==> config.mk <==
export PLATFORM = sky130hd
export DESIGN_NAME = fault_response_manager
export DESIGN_NICKNAME = d
export VERILOG_FILES = /design/src/rtl/fault_pkg.sv /design/src/rtl/fault_response_manager.sv
export SDC_FILE = /design/constraint.sdc
export NUM_CORES = 1
export LEC_CHECK = 0
export BUFFER_PORTS_ARGS = -buffer_cell sky130_fd_sc_hd__buf_2
export CORE_UTILIZATION = 45
export CTS_CLUSTER_DIAMETER = 100
export CTS_CLUSTER_SIZE = 40
export DETAILED_ROUTE_END_ITERATION = 6
export PLACE_DENSITY = 0.71
export SLEW_MARGIN = 5
export SYNTH_ARGS = -nofsm -noshare
export SYNTH_HDL_FRONTEND = slang
export SYNTH_SLANG_ARGS = --single-unit
==> constraint.sdc <==
create_clock -name clk -period 10.51 [get_ports clk]
set_input_delay 2.102 -clock clk [delete_from_list [all_inputs] [get_ports clk]]
set_output_delay 2.102 -clock clk [all_outputs]
set_load 0.05 [all_outputs]
==> src/rtl/fault_pkg.sv <==
// fault manager constants and carrier types
// assumes a single 125 MHz clock domain
package fault_pkg;

    // ----------------------------------------
    // timing
    // ----------------------------------------
    localparam int CLK_MHZ        = 125;
    localparam int PREBIAS_US     = 350;
    localparam int FIXED_OV_NS    = 1000;
    localparam int TRACK_OV_NS    = 1000;
    localparam int TRACK_WARN_NS  = 2000;
    localparam int HICCUP_MS      = 25;
    localparam int FIXED_OV_CYC   = (FIXED_OV_NS * CLK_MHZ + 999) / 1000;
    localparam int TRACK_OV_CYC   = (TRACK_OV_NS * CLK_MHZ + 999) / 1000;
    localparam int TRACK_WARN_CYC = (TRACK_WARN_NS * CLK_MHZ + 999) / 1000;
    localparam int PREBIAS_CYC    = PREBIAS_US * CLK_MHZ;
    localparam int HICCUP_CYC     = HICCUP_MS * 1000 * CLK_MHZ;
    localparam int TON_DELAY_W    = 16;
    localparam int CODE_W         = 8;

    // ----------------------------------------
    // response and channel state encoding
    // ----------------------------------------
    typedef enum logic [1:0] {
        RESP_IGNORE     = 2'b00,
        RESP_LATCH      = 2'b01,
        RESP_HYSTERETIC = 2'b10,
        RESP_HICCUP     = 2'b11
    } resp_e;

    typedef enum logic [2:0] {
        CH_OFF     = 3'b000,
        CH_TON     = 3'b001,
        CH_RUN     = 3'b010,
        CH_LATCHED = 3'b011,
        CH_HYST    = 3'b100,
        CH_HICCUP  = 3'b101
    } chan_e;

    // raw comparator outputs of one channel
    typedef struct packed {
        logic fixedOv;
        logic trackOv;
        logic trackOvWarn;
        logic trackUvWarn;
    } det_s;

    // sticky status of one channel; bit order matches det_s
    localparam int STAT_W = 4;

    // per-channel configuration
    typedef struct packed {
        resp_e                   fixedOvResp;
        resp_e                   trackOvResp;
        logic [STAT_W-1:0]       alertMask;
        logic                    restartBootSelect;
        logic [TON_DELAY_W-1:0]  tonDelay;
        logic [CODE_W-1:0]       programmedCode;
        logic [CODE_W-1:0]       bootVoltageValue;
    } cfg_s;

endpackage

==> src/rtl/fault_response_manager.sv <==
// dual-channel fault and warning manager with per-fault response
// assumes async detector inputs; host commands on this clock
`timescale 1ns/1ps

// Function
// RQ1: each detected condition sets its status bit
// RQ2: clear, channel off or reset clears status
// RQ3: host clears both pages together
// RQ4: unmasked status bit asserts the alert line
// RQ5: alert response returns own address
// RQ6: paged faults per channel, local shutdown
// RQ7: latch-off needs enable off then on
// RQ8: shared fault stops both channels
// RQ9: warnings never stop conversion
// RQ10: ignore response acts as warning
// RQ11: latch-off stops now, restart with delay
// RQ12: option picks last or boot code
// RQ13: hysteretic restarts when fault clears; a hysteretic tracking overvoltage response retries as hiccup instead
// RQ14: hiccup waits interval then retries
// RQ15: fault shutdown skips turn-off delay
// RQ16: prebias overvoltage latches until power cycle
// RQ17: fixed overvoltage while disabled needs power cycle
// RQ18: tracking overvoltage fault pulls outputs low
// RQ19: tracking overvoltage warning after latency
// RQ20: tracking undervoltage warning
// RQ21: shutdown drops the ready output
// RQ22: present fault re-triggers after clear
// RQ23: detectors qualified by persistence counters
module fault_response_manager
#(
    parameter int HICCUP_CYCLES  = fault_pkg::HICCUP_CYC,
    parameter int PREBIAS_CYCLES = fault_pkg::PREBIAS_CYC,
    parameter logic [6:0] OWN_ADDRESS = 7'h2A  // arbitrary value
)
(
    // clock and reset
    input  wire logic                            clk,
    input  wire logic                            rst,
    // detector comparators and init done flag, asynchronous
    input  wire fault_pkg::det_s [1:0]           detRaw,
    input  wire logic                            prebiasOvRaw,
    input  wire logic                            initDone,
    // host control
    input  wire fault_pkg::cfg_s [1:0]           cfg,
    input  wire logic [1:0]                      enableCmd,
    input  wire logic [1:0]                      clearFaults,
    input  wire logic                            alertResponseReq,
    // outputs
    output logic [1:0]                           pwmEnable,
    output logic [1:0]                           regulatorReadyOutput,
    output logic [1:0][fault_pkg::STAT_W-1:0]    status,
    output logic                                 prebiasStatus,
    output logic                                 smbAlert_n,
    output logic                                 faultOutputPin_n,
    output logic [1:0][fault_pkg::CODE_W-1:0]    targetVoltageCode,
    output logic                                 alertResponseValid,
    output logic [6:0]                           alertResponseAddr
);

    // ----------------------------------------
    // input synchronisers
    // ----------------------------------------
    logic [9:0] syncA;
    logic [9:0] syncB;

    always_ff @(posedge clk or posedge rst)
    begin
        if (rst)
        begin
            syncA <= 10'h000;
            syncB <= 10'h000;
        end
        else
        begin
            syncA <= {prebiasOvRaw, initDone, detRaw};
            syncB <= syncA;
        end
    end

    fault_pkg::det_s [1:0] det;
    logic prebiasSync;
    logic initSync;
    assign det         = syncB[7:0];
    assign initSync    = syncB[8];
    assign prebiasSync = syncB[9];

    // ----------------------------------------
    // persistence counters
    // ----------------------------------------
    localparam int PW = 9;
    localparam logic [PW-1:0] LIM_FIX  = PW'(fault_pkg::FIXED_OV_CYC);
    localparam logic [PW-1:0] LIM_TOV  = PW'(fault_pkg::TRACK_OV_CYC);
    localparam logic [PW-1:0] LIM_WARN = PW'(fault_pkg::TRACK_WARN_CYC);

    logic [1:0][3:0][PW-1:0] pers;
    logic [1:0][3:0][PW-1:0] next_pers;
    logic [1:0][3:0]         qual;
    logic [1:0][3:0]         gate;
    logic [PW-1:0]           lim [4];

    assign lim[3] = LIM_FIX;
    assign lim[2] = LIM_TOV;
    assign lim[1] = LIM_WARN;
    assign lim[0] = LIM_WARN;

    // ----------------------------------------
    // channel state
    // ----------------------------------------
    fault_pkg::chan_e [1:0]  state;
    fault_pkg::chan_e [1:0]  next_state;
    logic [1:0][31:0]        timer;
    logic [1:0][31:0]        next_timer;
    logic [1:0]              enPrev;
    logic [1:0]              offSeen;
    logic [1:0]              next_offSeen;
    logic [1:0]              pcLock;
    logic [1:0]              next_pcLock;
    logic [1:0]              useBoot;
    logic [1:0]              next_useBoot;
    logic [1:0][fault_pkg::STAT_W-1:0] next_status;
    logic [1:0]              next_pwm;
    logic [1:0]              next_ready;
    logic [1:0][fault_pkg::CODE_W-1:0] next_code;
    logic                    next_prebias;
    logic [31:0]             pbTimer;
    logic [31:0]             next_pbTimer;
    logic                    next_alert_n;
    logic                    next_fault_n;
    logic                    next_araValid;

    always_comb
    begin
        for (int c = 0; c < 2; c++)
        begin
            // detector enable windows
            gate[c][3] = initSync;
            gate[c][2] = state[c] == fault_pkg::CH_RUN;
            gate[c][1] = state[c] == fault_pkg::CH_RUN;
            gate[c][0] = state[c] == fault_pkg::CH_RUN;
            for (int f = 0; f < 4; f++)
            begin
                // level must persist for the latency  (see RQ23)
                if (!(det[c][f] && gate[c][f]))
                    next_pers[c][f] = '0;
                else if (pers[c][f] < lim[f])
                    next_pers[c][f] = pers[c][f] + PW'(1);
                else
                    next_pers[c][f] = pers[c][f];
                qual[c][f] = det[c][f] && gate[c][f] && (pers[c][f] >= lim[f] - PW'(1));
            end
        end
    end

    always_ff @(posedge clk or posedge rst)
    begin
        if (rst)
            pers <= '0;
        else
            pers <= next_pers;
    end

    // ----------------------------------------
    // fault responses
    // ----------------------------------------
    always_comb
    begin
        logic          sharedTrip;
        logic          tripFix;
        logic          tripTov;
        logic          trip;
        logic          stillBad;
        fault_pkg::resp_e resp;
        sharedTrip = 1'b0;
        tripFix    = 1'b0;
        tripTov    = 1'b0;
        trip       = 1'b0;
        stillBad   = 1'b0;
        resp       = fault_pkg::RESP_IGNORE;
        // prebias check before init, cleared only by reset  (see RQ16)
        next_prebias = prebiasStatus;
        next_pbTimer = pbTimer;
        if (!initSync && pbTimer < 32'(PREBIAS_CYCLES))
        begin
            next_pbTimer = pbTimer + 32'h1;
            if (prebiasSync)
                next_prebias = 1'b1;
        end
        sharedTrip = next_prebias;
        next_fault_n = !next_prebias;
        for (int c = 0; c < 2; c++)
        begin
            next_state[c]   = state[c];
            next_timer[c]   = timer[c];
            next_offSeen[c] = offSeen[c] | !enableCmd[c];
            next_pcLock[c]  = pcLock[c];
            next_useBoot[c] = useBoot[c];
            // set wins over clear  (see RQ1) (see RQ22)
            next_status[c]  = status[c];
            if (clearFaults[c] || (enPrev[c] && !enableCmd[c]))
                next_status[c] = '0;  // see RQ2
            if (pcLock[c])
                next_status[c][3] = 1'b1;
            next_status[c] = next_status[c] | qual[c];  // see RQ6 RQ9 RQ19 RQ20
            tripFix = qual[c][3] && cfg[c].fixedOvResp != fault_pkg::RESP_IGNORE;
            tripTov = qual[c][2] && cfg[c].trackOvResp != fault_pkg::RESP_IGNORE;  // see RQ10 RQ18
            trip    = tripFix || tripTov;
            resp    = tripFix ? cfg[c].fixedOvResp : cfg[c].trackOvResp;
            if (tripTov && resp == fault_pkg::RESP_HYSTERETIC)
                resp = fault_pkg::RESP_HICCUP;
            // fixed trip while disabled locks until power cycle  (see RQ17)
            if (qual[c][3] && !enableCmd[c])
                next_pcLock[c] = 1'b1;
            stillBad = det[c].fixedOv || det[c].trackOv;
            if (sharedTrip || pcLock[c])
                next_state[c] = fault_pkg::CH_LATCHED;  // see RQ8
            else if (trip && state[c] != fault_pkg::CH_LATCHED)
            begin
                // immediate stop, no turn-off delay  (see RQ15)
                next_offSeen[c] = !enableCmd[c];
                next_timer[c]   = 32'h0;
                next_useBoot[c] = cfg[c].restartBootSelect;  // see RQ12
                case (resp)
                    fault_pkg::RESP_LATCH:      next_state[c] = fault_pkg::CH_LATCHED;  // see RQ11
                    fault_pkg::RESP_HYSTERETIC: next_state[c] = fault_pkg::CH_HYST;
                    default:                    next_state[c] = fault_pkg::CH_HICCUP;
                endcase
            end
            else
            begin
                case (state[c])
                    fault_pkg::CH_OFF:
                    begin
                        next_timer[c] = 32'h0;
                        if (enableCmd[c] && initSync)
                            next_state[c] = fault_pkg::CH_TON;
                    end
                    fault_pkg::CH_TON:
                    begin
                        next_timer[c] = timer[c] + 32'h1;
                        if (!enableCmd[c])
                            next_state[c] = fault_pkg::CH_OFF;
                        else if (timer[c] >= 32'(cfg[c].tonDelay))
                            next_state[c] = fault_pkg::CH_RUN;
                    end
                    fault_pkg::CH_RUN:
                    begin
                        if (!enableCmd[c])
                        begin
                            next_state[c]   = fault_pkg::CH_OFF;
                            next_useBoot[c] = 1'b0;
                        end
                    end
                    fault_pkg::CH_LATCHED:
                    begin
                        // only an off then on restarts  (see RQ7)
                        if (offSeen[c] && enableCmd[c])
                            next_state[c] = fault_pkg::CH_TON;
                    end
                    fault_pkg::CH_HYST:
                    begin
                        if (!enableCmd[c])
                            next_state[c] = fault_pkg::CH_OFF;
                        else if (!stillBad)
                            next_state[c] = fault_pkg::CH_TON;  // see RQ13
                    end
                    fault_pkg::CH_HICCUP:
                    begin
                        next_timer[c] = timer[c] + 32'h1;
                        if (!enableCmd[c])
                            next_state[c] = fault_pkg::CH_OFF;
                        else if (timer[c] >= 32'(HICCUP_CYCLES - 1))
                        begin
                            next_state[c] = fault_pkg::CH_TON;  // see RQ14
                            next_timer[c] = 32'h0;
                        end
                    end
                    default: next_state[c] = fault_pkg::CH_OFF;
                endcase
            end
            next_pwm[c]   = next_state[c] == fault_pkg::CH_RUN || next_state[c] == fault_pkg::CH_TON;
            next_ready[c] = next_state[c] == fault_pkg::CH_RUN;  // see RQ21
            next_code[c]  = next_useBoot[c] ? cfg[c].bootVoltageValue : cfg[c].programmedCode;
            if (next_pcLock[c] || (trip && resp != fault_pkg::RESP_IGNORE))
                next_fault_n = 1'b0;
        end
        // masked bits do not reach the alert line  (see RQ4)
        next_alert_n = !(|(next_status[0] & ~cfg[0].alertMask) || |(next_status[1] & ~cfg[1].alertMask)
                         || next_prebias);
        // answer the alert response with own address  (see RQ5)
        next_araValid = alertResponseReq && !smbAlert_n;
    end

    always_ff @(posedge clk or posedge rst)
    begin
        if (rst)
        begin
            state                <= '{fault_pkg::CH_OFF, fault_pkg::CH_OFF};
            timer                <= '0;
            enPrev               <= 2'h0;
            offSeen              <= 2'h0;
            pcLock               <= 2'h0;
            useBoot              <= 2'h0;
            status               <= '0;
            prebiasStatus        <= 1'b0;
            pbTimer              <= 32'h0;
            pwmEnable            <= 2'h0;
            regulatorReadyOutput <= 2'h0;
            targetVoltageCode    <= '0;
            smbAlert_n           <= 1'b1;
            faultOutputPin_n     <= 1'b1;
            alertResponseValid   <= 1'b0;
            alertResponseAddr    <= 7'h00;
        end
        else
        begin
            state                <= next_state;
            timer                <= next_timer;
            enPrev               <= enableCmd;
            offSeen              <= next_offSeen;
            pcLock               <= next_pcLock;
            useBoot              <= next_useBoot;
            status               <= next_status;
            prebiasStatus        <= next_prebias;
            pbTimer              <= next_pbTimer;
            pwmEnable            <= next_pwm;
            regulatorReadyOutput <= next_ready;
            targetVoltageCode    <= next_code;
            smbAlert_n           <= next_alert_n;
            faultOutputPin_n     <= next_fault_n;
            alertResponseValid   <= next_araValid;
            alertResponseAddr    <= OWN_ADDRESS;
        end
    end

endmodule // fault_response_manager

---- Word-level counts from Yosys, hierarchy flattened ----
Index checks and enable logic that the tools add are counted.
word-level totals
  register bits ........................... 235
  latch bits .............................. 0
  RAM bits ................................ 0
  memory bits (read-only) ................. 0
  input bits .............................. 99
  word-level logic and storage cells ...... 250
  memories kept ........................... 0
operators by class
  add/sub/neg operators ................... 11
  $mul .................................... 0
  divide/modulo/power cells ............... 0
  $lt $le $gt $ge ......................... 21
  equality and inequality tests ........... 30
  shift-type cells ........................ 0
  mux-type cells .......................... 78
  bitwise operators ....................... 10
  reduce and logical (&&, ||, !) cells .... 70
operators by type and width
  operator                 count
  $mux W32                 6
  $pmux W32 S3             2
  $mux W9                  16
  $add A32 B1 Y32 const B  3
  $add A9 B1 Y9 const B    8
  $mux W3                  22
  $ge A32 B16 Y1           2
  $ge A32 B22 Y1 const B   2
  $ge A9 B7 Y1 const B     4
  $ge A9 B8 Y1 const B     4
  $logic_and A1 B1 Y1      36
  $lt A9 B7 Y1 const B     4
  $lt A9 B8 Y1 const B     4
  $pmux W3 S6              2
  $lt A32 B16 Y1 const B   1
  $mux W1                  20
  $eq A3 B2 Y1 const B     6
  $mux W8                  2
  $logic_or A1 B1 Y1       14
  $ne A2 B1 Y1 const B     7
  $eq A3 B1 Y1 const B     4
  $eq A3 B3 Y1 const B     4
  $pmux W3 S2              2
  $reduce_bool A2 Y1       6
  16 further kinds         39

---- Depth between registers and ports, before layout ----
Gate-level depths: netlist (run 1).
  depth in word-level cells ............... 13
  mapped depth ............................ 11
  mapped depth without buffers ............ 9

---- Worst setup path after synthesis (run 1) ----
No wires, ideal clock.
  path kind ............................... input to register
  start ................................... input port cfg[70] (netlist bit)
  end ..................................... register pwmEnable[1]
  arrival ................................. 3926 ps
  path slack .............................. 6464 ps
  stages on the path ...................... 9
  path through ............................ inv_1 -> ha_1 -> a211oi_1 -> nor2_1 -> a2111oi_0 -> a21oi_1 -> a31oi_1 -> mux2_2 -> and3_1
on the way
  word-level cells in the longest chain between the ends .. 8
RTL lines
  what                                                 RTL line                       source
  start: declaration                                   fault_response_manager.sv:44   input wire fault_pkg::cfg_s [1:0] cfg,
  $ge A32 B16 Y1 (*)                                   fault_response_manager.sv:242  else if (timer[c] >= 32'(cfg[c].tonDelay))
  $mux W3 (*)                                          fault_response_manager.sv:242
  $mux W3 (*)                                          fault_response_manager.sv:240  if (!enableCmd[c])
  $pmux W3 S6 (*)                                      fault_response_manager.sv:230  case (state[c])
  $mux W3 (*)                                          fault_response_manager.sv:216  else if (trip && state[c] != fault_pkg::CH_LATCHED)
  $mux W3 (*)                                          fault_response_manager.sv:214  if (sharedTrip || pcLock[c])
  $eq A3 B2 Y1 / $eq A3 B1 Y1 (equally long branches)  fault_response_manager.sv:280  next_pwm[c] = next_state[c] == fault_pkg::CH_RUN || next_state[c] == fault_pkg::CH_TON;
  $logic_or A1 B1 Y1 (*)                               fault_response_manager.sv:280
  named net next_pwm[1]                                fault_response_manager.sv:121  logic [1:0] next_pwm;
  end signal: assignment                               fault_response_manager.sv:325  pwmEnable <= next_pwm;
  end: declaration                                     fault_response_manager.sv:49   output logic [1:0] pwmEnable,
Mark *: on every way through the listed nets, which the timed path passes. The rest lies on a longest branch.
A chain may end at the register's enable or synchronous reset.

---- Worst setup path in the final report (run 1) ----
  start ................................... input port cfg[81] (netlist bit)
  end ..................................... register timer[48] (netlist bit)
on the way
  word-level cells in the longest chain between the ends .. 6
RTL lines
  what                          RTL line                       source
  $reduce_bool A2 Y1 (*)        fault_response_manager.sv:204  tripFix = qual[c][3] && cfg[c].fixedOvResp != fault_pkg::RESP_IGNORE;
  $logic_and A1 B1 Y1 (*)       fault_response_manager.sv:204
  $logic_or A1 B1 Y1 (*)        fault_response_manager.sv:206  trip = tripFix || tripTov;
  $logic_and A1 B1 Y1 (*)       fault_response_manager.sv:216
  $reduce_bool A4 Y1 (no line)  n/a
  $reduce_and A2 Y1 (no line)   n/a
  end signal: assignment        fault_response_manager.sv:317  timer <= next_timer;
  end: declaration              fault_response_manager.sv:111  logic [1:0][31:0] timer;
Every way passes the cells marked *; elsewhere a longest branch is shown, timed or not.

==> flow_metrics.py, run 1 <==
metrics = {
    "status": {
        "status": "finished, violations left",
        "violations": "DRC",
    },
    "floorplanning": {
        "initial_core_util_pct": 46.22,
        "ios": 138,
        "dieArea_mm2": 0.02757,
        "die_height_um": 166.1,
        "core_mm2": 0.02621,
        "rows": 59,
        "dieWidth_um": 166.1,
    },
    "routing": {
        "drt_first_pass_iters": 7,
        "drtIter0Drc": 599,
        "ant_nets": 0,
        "via_per_inst": 5.572,
        "wl_um": 25250,
        "num_vias": 9416,
        "drcViolationCount": 22,
        "wl_per_cell_um": 14.94,
    },
    "yosys": {
        "yosys-top-cells-area": "dfrtp_1 (48%), ha_1 (5.3%), nand3_1 (3.8%), nand2_1 (3.7%), nor2_1 (3.5%)",
        "syn_area_mm2": 0.01211,
        "yosysWarnings": 0,
        "ys_seq_elements": 235,
        "synth_top_area_share_pct": 48.14,
        "syn_inst": 1248,
        "syn-mean-instance-area_um2": 9.705,
        "ys_types": 78,
        "ys_async_sr_fraction_pct": 100.0,
        "synth_common_cells": "dfrtp_1 (233), nand2_1 (118), nor2_1 (114)",
        "yosysTopAreaCell": "dfrtp_1",
        "ys_seq_area_share_pct": 48.57,
        "synth_edf_count": 0,
        "synth_most_common_cell": "dfrtp_1",
        "dominantRegCellSynth": "dfrtp_1",
    },
    "timing": {
        "min_period_ps": 4144,
        "hold_slack_ps": 357.9,
        "period_share_pct": 39.43,
        "worstMarginPinSlew_ps": 1063,
        "hold_viol": 0,
        "skew_ps": 29.15,
        "setup_tns_ps": 0,
        "rsz0062_at_grt": "no",
        "slew_headroom_pct": 28.80,
        "setup_viol": 0,
        "final_max_slew_viol_count": 0,
        "max_freq_mhz": 241.3,
    },
    "clock_tree": {
        "clock-root-buffer": "clkbuf_16",
        "cts-htree-levels": 1,
        "numCtsBuffers": 11,
        "ctsResizeCount": 0,
        "cts_setup_buffers": 0,
        "cts_buffer_depth": 3,
        "cts_tree": "built",
        "cts_sinks": 235,
        "postCtsHoldBufs": 0,
        "clk_pin_slew_ps": 130,
        "clk_latency_ps": 490,
    },
    "pwr": {
        "peakVddDrop_v": 0.00009858,
        "p_leak_nw": 6.219,
        "powerDensity_mw_per_mm2": 121.4,
    },
    "worst_setup_path": {
        "crit_chain": "buf_2 > or2_2 > a22oi_2 > and4_1 > o211ai_4 > or4_1 > nand2_1",
        "cp.arrival_ps": 4580,
        "critical_path.max_fanout": 32,
        "critPathKind": "in -> reg",
        "cp-start-kind": "input port",
        "end_kind": "flop",
        "cp.required_ps": 10940,
        "cp_slowest_cell": "and4_1",
        "cpPeakStageDelay_ps": 680,
    },
    "place": {
        "hpwl_um": 18160,
        "port_buffers": 133,
        "place_congestion": 0.8361,
        "dp.cells": 1672,
    },
    "min_path": {
        "hp-class": "reg -> reg",
    },
    "grt": {
        "grt_max_degree": 88,
        "grt_usage_pct": 18.56,
        "grt_pass1_vias": 8978,
        "overflow": 0,
        "grt_first_pass_wirelength_um": 43420,
        "antenna_found_initial": 0,
    },
    "finish": {
        "fillers": 2380,
        "utilization_pct": 51.06,
        "stdcell_count": 1690,
        "fin_nets": 1500,
        "regArea_mm2": 0.005883,
        "multi_input_area_mm2": 0.005700,
        "area_delta_synth_final_pct": 10.49,
        "drive_gt1_share_pct": 15.14,
    },
    "run": {
        "maxCapViolCount": 0,
    },
}
[routing by layer]
metal	part of all wire, %	GRT usage, %
met1	47	25.90
met2	48	31.11
met3	3.6	1.978
met4	1.5	4.307
met5	0	0
[cells by family after synthesis]
kind of cell / after synthesis / synth area share (%)
AOI/OAI and AO/OA: 232 / 13.50
xor gates and xnor gates: 52 / 3.760
adders and majority gates: 51 / 5.269
buffers and inverters: 128 / 4.494
DFF: 235 / 48.57
muxes: 20 / 2.304
other: 2 / 0.06201
and+or+nand+nor: 528 / 22.03
[cells in the final DEF, fill, tap and decap left out, types with 10 or more instances in the layout]
| cell type | count |
|---|---|
| nor2_1 | 114 |
| or3_1 | 19 |
| o311ai_1 | 18 |
| buf_2 | 133 |
| mux2_4 | 15 |
| xor2_1 | 33 |
| and3_1 | 42 |
| nand4_1 | 38 |
| inv_1 | 75 |
| ha_1 | 51 |
| xnor2_1 | 19 |
| o31ai_1 | 10 |
| or2_2 | 12 |
| a21o_1 | 11 |
| nor3_1 | 19 |
| nand2_1 | 118 |
| clkbuf_16 | 11 |
| o21ai_0 | 48 |
| o21ai_1 | 15 |
| dfrtp_1 | 233 |
| nand3_1 | 91 |
| nor4_1 | 18 |
| a21oi_1 | 50 |
[power by group]
part	total, W	switching [W]	leakage, nW	internal, W
registers	0.000967	0.0000347	3.12	0.000932
logic	0.000133	0.0000805	2.93	0.0000526
clock network	0.000524	0.000311	0.178	0.000213
total	0.00162	0.000426	6.22	0.00120
[layout make-up]
| cell class | instances | share of cell area [%] |
|---|---|---|
| diodes | 1 | 0.01870 |
| clock buffers | 12 | 2.085 |
| clock inverters | 5 | 0.7574 |
| inverters | 76 | 2.188 |
| multi-input cells | 888 | 42.60 |
| flip-flops and latches | 235 | 43.96 |
| well taps | 335 | 3.132 |
| repair buffers | 138 | 5.255 |
[path summary, 6_finish.rpt]
check / cells past startpoint / slack, ps / start / to
hold / removal: 0 / 360 / syncA[4] / syncB[4]
setup reg to reg: 7 / 6970 / syncB[8] / timer[48]
setup / recovery: 7 / 6370 / cfg[81] / timer[48]
min in group asynchronous: 2 / 1690 / rst / timer[32]
hold reg to reg: 0 / 360 / syncA[4] / syncB[4]
max in group asynchronous: 3 / 7400 / rst / prebiasStatus
[flip-flops by register name, summed over array words and instances, names as in the netlist]
register / flops
prebiasStatus: 1
alertResponseAddr: 1
enPrev: 2
useBoot: 2
status: 8
targetVoltageCode: 16
alertResponseValid: 1
timer: 64
regulatorReadyOutput: 2
pbTimer: 32
smbAlert_n: 1
syncA: 10
offSeen: 2
pers: 72
faultOutputPin_n: 1
pcLock: 2
pwmEnable: 2
syncB: 10
state: 6
[worst max-delay path: cells and delay by family]
family / cells / cell delay (ps)
buffers and inverters: 1 / 100
and+or+nand+nor: 4 / 1670
AOI/OAI and AO/OA: 2 / 690
[through the flow]
stage / instance area [um2] / power, W / setup slack [ps]
2_1_floorplan: 12120 / 0.001070 / 1965
3_3_place_gp: 13000 / 0.001113 / 5895
3_5_place_dp: 13000 / 0.001119 / 5862
4_1_cts: 13380 / 0.001650 / 6376
5_1_grt: 13380 / 0.001698 / 6166
6_report: 13380 / 0.001624 / 6366
Note: power is estimated with default switching activity, not from simulation.
==> inputs of run 2 (changes only) <==
Settings changed: PLACE_DENSITY 0.71 to 0.73.
Clock period 10.51 ns to 3.65 ns, I/O delays scaled along.
==> flow_metrics.py, run 2 (synthesis results as in run 1) <==
metrics = {
    "status": {
        "status": "finished, violations left",
        "violations": "DRC",
    },
    "routing": {
        "via_per_inst": 5.523,
        "drt_first_pass_iters": 7,
        "wl_per_cell_um": 14.94,
        "wl_um": 25350,
        "drtIter0Drc": 695,
        "num_vias": 9372,
        "ant_nets": 0,
        "drcViolationCount": 11,
    },
    "floorplanning": {
        "dieWidth_um": 166.1,
        "ios": 138,
        "rows": 59,
        "dieArea_mm2": 0.02757,
        "die_height_um": 166.1,
        "core_mm2": 0.02621,
        "initial_core_util_pct": 46.22,
    },
    "grt": {
        "grt_max_degree": 124,
        "grt_first_pass_wirelength_um": 43840,
        "grt_usage_pct": 18.69,
        "antenna_found_initial": 0,
        "grt_pass1_vias": 9064,
        "overflow": 0,
    },
    "pwr": {
        "powerDensity_mw_per_mm2": 343.6,
        "p_leak_nw": 6.248,
        "peakVddDrop_v": 0.0002955,
    },
    "timing": {
        "final_max_slew_viol_count": 0,
        "setup_viol": 0,
        "slew_headroom_pct": 41.07,
        "hold_slack_ps": 328.1,
        "hold_viol": 0,
        "skew_ps": 26.97,
        "rsz0062_at_grt": "no",
        "setup_tns_ps": 0,
        "worstMarginPinSlew_ps": 879.8,
        "period_share_pct": 80.58,
        "min_period_ps": 2941,
        "max_freq_mhz": 340.0,
    },
    "finish": {
        "largest_reg_flops": 72,
        "area_delta_synth_final_pct": 10.80,
        "antennaDiodeCount": 0,
        "multi_input_area_mm2": 0.005700,
        "largest_registers": "pers: 72 flops, timer: 64 flops, pbTimer: 32 flops",
        "final_common_cell": "dfrtp_1",
        "fin_nets": 1508,
        "mostFrequentLayoutCells": "dfrtp_1 (233), buf_2 (133), nand2_1 (118), nor2_1 (114), nand3_1 (91)",
        "utilization_pct": 51.21,
        "drive_gt1_share_pct": 15.64,
        "fillers": 2336,
        "regMostFlops": "pers",
        "regArea_mm2": 0.005883,
    },
    "worst_setup_path": {
        "cp.required_ps": 4080,
        "end_kind": "flop",
        "critPathKind": "reg -> reg",
        "cp.arrival_ps": 3370,
        "cp-start-kind": "flop",
        "critical_path.max_fanout": 32,
    },
    "clock_tree": {
        "clk_latency_ps": 500,
        "numCtsBuffers": 10,
        "cts-htree-levels": 1,
        "cts_tree": "built",
        "clock-root-buffer": "clkbuf_16",
        "postCtsHoldBufs": 0,
        "ctsResizeCount": 0,
        "cts_sinks": 235,
        "cts_setup_buffers": 0,
        "clk_pin_slew_ps": 150,
        "cts_buffer_depth": 3,
    },
    "place": {
        "port_buffers": 133,
        "hpwl_um": 17880,
        "place_congestion": 0.8359,
    },
    "min_path": {
        "hp-class": "in -> reg",
    },
    "run": {
        "maxCapViolCount": 0,
    },
}
## run 2: critical path, stage by stage (launching register included)
cell	delay, ps
dfrtp_1	620
nand2_1	290
o2bb2ai_2	390
a22oi_2	180
a31oi_1	230
buf_4	180
o211ai_4	300
or4_1	600
nand2_1	70
## run 2: area by class of cell
type                    count  area share (%)
clock buffers              12           2.079
flip-flops and latches    235           43.84
multi-input cells         888           42.48
inverters                  76           2.154
clock inverters             4          0.3916
well taps                 335           3.124
repair buffers            147           5.930
## run 2: through the flow
stage          instances  setup WS (ps)  power (W)  cell area (um2)
6_report            1697          708.8   0.004611            13420
4_1_cts             1697          723.7   0.004676            13420
2_1_floorplan       1251         -156.3   0.003081            12130
3_3_place_gp        1681          615.2   0.003211            13090
5_1_grt             1697          485.1   0.004817            13420
3_5_place_dp        1681          561.1   0.003226            13090
## run 2: final timing paths
kind,start,endpoint,slack (ps),depth (start not counted)
setup / recovery,syncB[8],timer[48],710,8
hold / removal,initDone,syncA[8],330,1
setup reg to reg,syncB[8],timer[48],710,8
hold reg to reg,syncA[5],syncB[5],360,0
max in group asynchronous,rst,timer[21],2690,3
min in group asynchronous,rst,pers[57],420,3
## run 2: power by group
group / leakage (nW) / switching, W / internal [W]
Clock: 0.160 / 0.000851 / 0.000587
Sequential: 3.12 / 0.0000998 / 0.00268
Combinational: 2.97 / 0.000230 / 0.000158
Total: 6.25 / 0.00118 / 0.00343
## run 2: metal layers
metal | part of all wire (%) | wire, um | vias up | GRT usage [%]
li1 | - | - | 4651 | -
met1 | 47 | 11970 | 4473 | 26.20
met2 | 47 | 11790 | 224 | 30.97
met3 | 4.6 | 1174 | 24 | 2.550
met4 | 1.6 | 416 | 0 | 3.860
met5 | 0 | 0 | - | 0
==> inputs of run 3 (changes only) <==
Clock period 3.65 ns to 2.48 ns, I/O delays scaled along.
==> flow_metrics.py, run 3 (synthesis results as in run 1) <==
metrics = {
    "status": {
        "status": "finished, violations left",
        "violations": "DRC",
    },
    "finish": {
        "area_delta_synth_final_pct": 17.97,
        "fillers": 2286,
        "regMostFlops": "pers",
        "largest_registers": "pers: 72 flops, timer: 64 flops, pbTimer: 32 flops",
        "postLayoutCellArea_mm2": 0.01429,
        "final_common_cell": "dfrtp_1",
        "largest_reg_flops": 72,
        "fin_nets": 1581,
        "mostFrequentLayoutCells": "dfrtp_1 (231), buf_2 (134), nand2_1 (118), nor2_1 (113), nand3_1 (91)",
        "drive_gt1_share_pct": 21.64,
        "antennaDiodeCount": 0,
    },
    "worst_setup_path": {
        "critical_path.max_fanout": 2,
        "r2r_cells": 9,
        "reg2reg_from": "timer[32]",
        "cp-start-kind": "flop",
        "critPathKind": "reg -> reg",
        "end_kind": "flop",
        "cp.required_ps": 2880,
        "worstReg2RegEnd": "pwmEnable[1]",
        "cp.arrival_ps": 2870,
        "r2r_setup_slack_ps": 10,
    },
    "clock_tree": {
        "cts-htree-levels": 1,
        "clk_latency_ps": 500,
        "cts_sinks": 235,
        "postCtsHoldBufs": 0,
        "cts_buffer_depth": 3,
        "cts_tree": "built",
        "numCtsBuffers": 12,
        "clock-root-buffer": "clkbuf_16",
        "clk_pin_slew_ps": 140,
    },
    "timing": {
        "setup_viol": 0,
        "slew_headroom_pct": 49.32,
        "final_max_slew_viol_count": 0,
        "worstMarginPinSlew_ps": 760.1,
        "skew_ps": 37.19,
        "rsz0062_at_grt": "yes",
        "min_period_ps": 2470,
        "period_share_pct": 99.58,
        "max_freq_mhz": 404.9,
        "setup_tns_ps": 0,
        "hold_viol": 0,
    },
    "run": {
        "maxCapViolCount": 0,
    },
    "routing": {
        "ant_nets": 0,
        "via_per_inst": 5.551,
        "drt_first_pass_iters": 7,
        "drtIter0Drc": 667,
        "drcViolationCount": 14,
        "wl_um": 26930,
        "num_vias": 9836,
        "wl_per_cell_um": 15.20,
    },
    "place": {
        "place_congestion": 0.8946,
        "port_buffers": 133,
        "hpwl_um": 19190,
        "placed_area_mm2": 0.01364,
    },
    "floorplanning": {
        "core_mm2": 0.02621,
        "die_height_um": 166.1,
        "initial_core_util_pct": 46.22,
        "dieWidth_um": 166.1,
        "dieArea_mm2": 0.02757,
        "ios": 138,
        "rows": 59,
    },
    "grt": {
        "grt_usage_pct": 19.42,
        "overflow": 0,
        "grt_first_pass_wirelength_um": 45330,
        "grt_use_met3_pct": 2.479,
        "grt_pass1_vias": 9612,
        "busiest_layer": "met2",
        "antenna_found_initial": 0,
        "use_met2_pct": 32.65,
        "grt_max_degree": 145,
        "gr-usage-met1_pct": 26.59,
    },
    "pwr": {
        "powerDensity_mw_per_mm2": 508.9,
        "p_leak_nw": 6.714,
        "peakVddDrop_v": 0.0004472,
    },
    "min_path": {
        "hold_depth": 1,
        "hp-class": "in -> reg",
        "hold_start": "detRaw[3]",
        "min_to": "syncA[3]",
    },
}
==> run 3: where the power goes <==
part           internal (W)  switching, W  leakage [nW]
combinational      0.000274      0.000381          3.38
sequential          0.00395      0.000120          3.11
clock               0.00109       0.00145         0.223
total               0.00531       0.00196          6.71
==> run 3: layer usage <==
metal	wire length (um)	up-vias
met1	12180	4736
li1	-	4807
met4	542	0
met5	0	-
met3	1225	35
met2	12980	258
==> run 3: per-stage QoR <==
step	std cells	worst slack, ps	total power [W]	utilization [%]	hold WS [ps]
floorplan	1251	-1092	0.004534	-	331.2
global placement	1746	-264.3	0.004770	52.04	333.0
detailed placement	1746	-283.9	0.004790	52.04	337.8
CTS	1766	7.894	0.007365	53.91	66.92
global route	1772	-71.72	0.007596	54.52	64.51
finish	1772	10.46	0.007270	54.52	84.91
==> run 3: critical path, cell delays in order (launching register included) <==
cell and delay [ps]:
dfrtp_1 360, inv_1 50, ha_1 260, nand2b_4 140
a2111o_1 400, a32oi_2 270, a21oi_2 120, a31oi_1 240
mux2_2 360, and3_4 170
==> run 3: final cells by class <==
cell class              instances  area (um2)  share of cell area [%]
repair buffers                217        1396                   9.773
well taps                     335       419.2                   2.934
clock inverters                 7       145.1                   1.016
flip-flops and latches        235        5886                   41.19
clock buffers                  13       325.3                   2.277
inverters                      76       289.0                   2.023
multi-input cells             889        5827                   40.78
==> run 3: repair_timing <==
item / CTS / global route
gates cloned: 0 / 2
resized for setup: 5 / 25
setup endpoints to repair: 6 / 61
pin swaps: 2 / 13
buffers inserted: 0 / 4
==> run 3: how the worst max path moves through the flow <==
stage | endpoint | slack [ps] | cells after the start | startpoint
floorplan | alertResponseAddr[1] | -1090 | 1 | rst
CTS | timer[38] | 8 | 9 | timer[32]
global route | pwmEnable[1] | -70 | 9 | timer[32]
detailed placement | pwmEnable[1] | -280 | 9 | cfg[57]
global placement | pwmEnable[1] | -260 | 9 | cfg[57]
finish | pwmEnable[1] | 10 | 9 | timer[32]
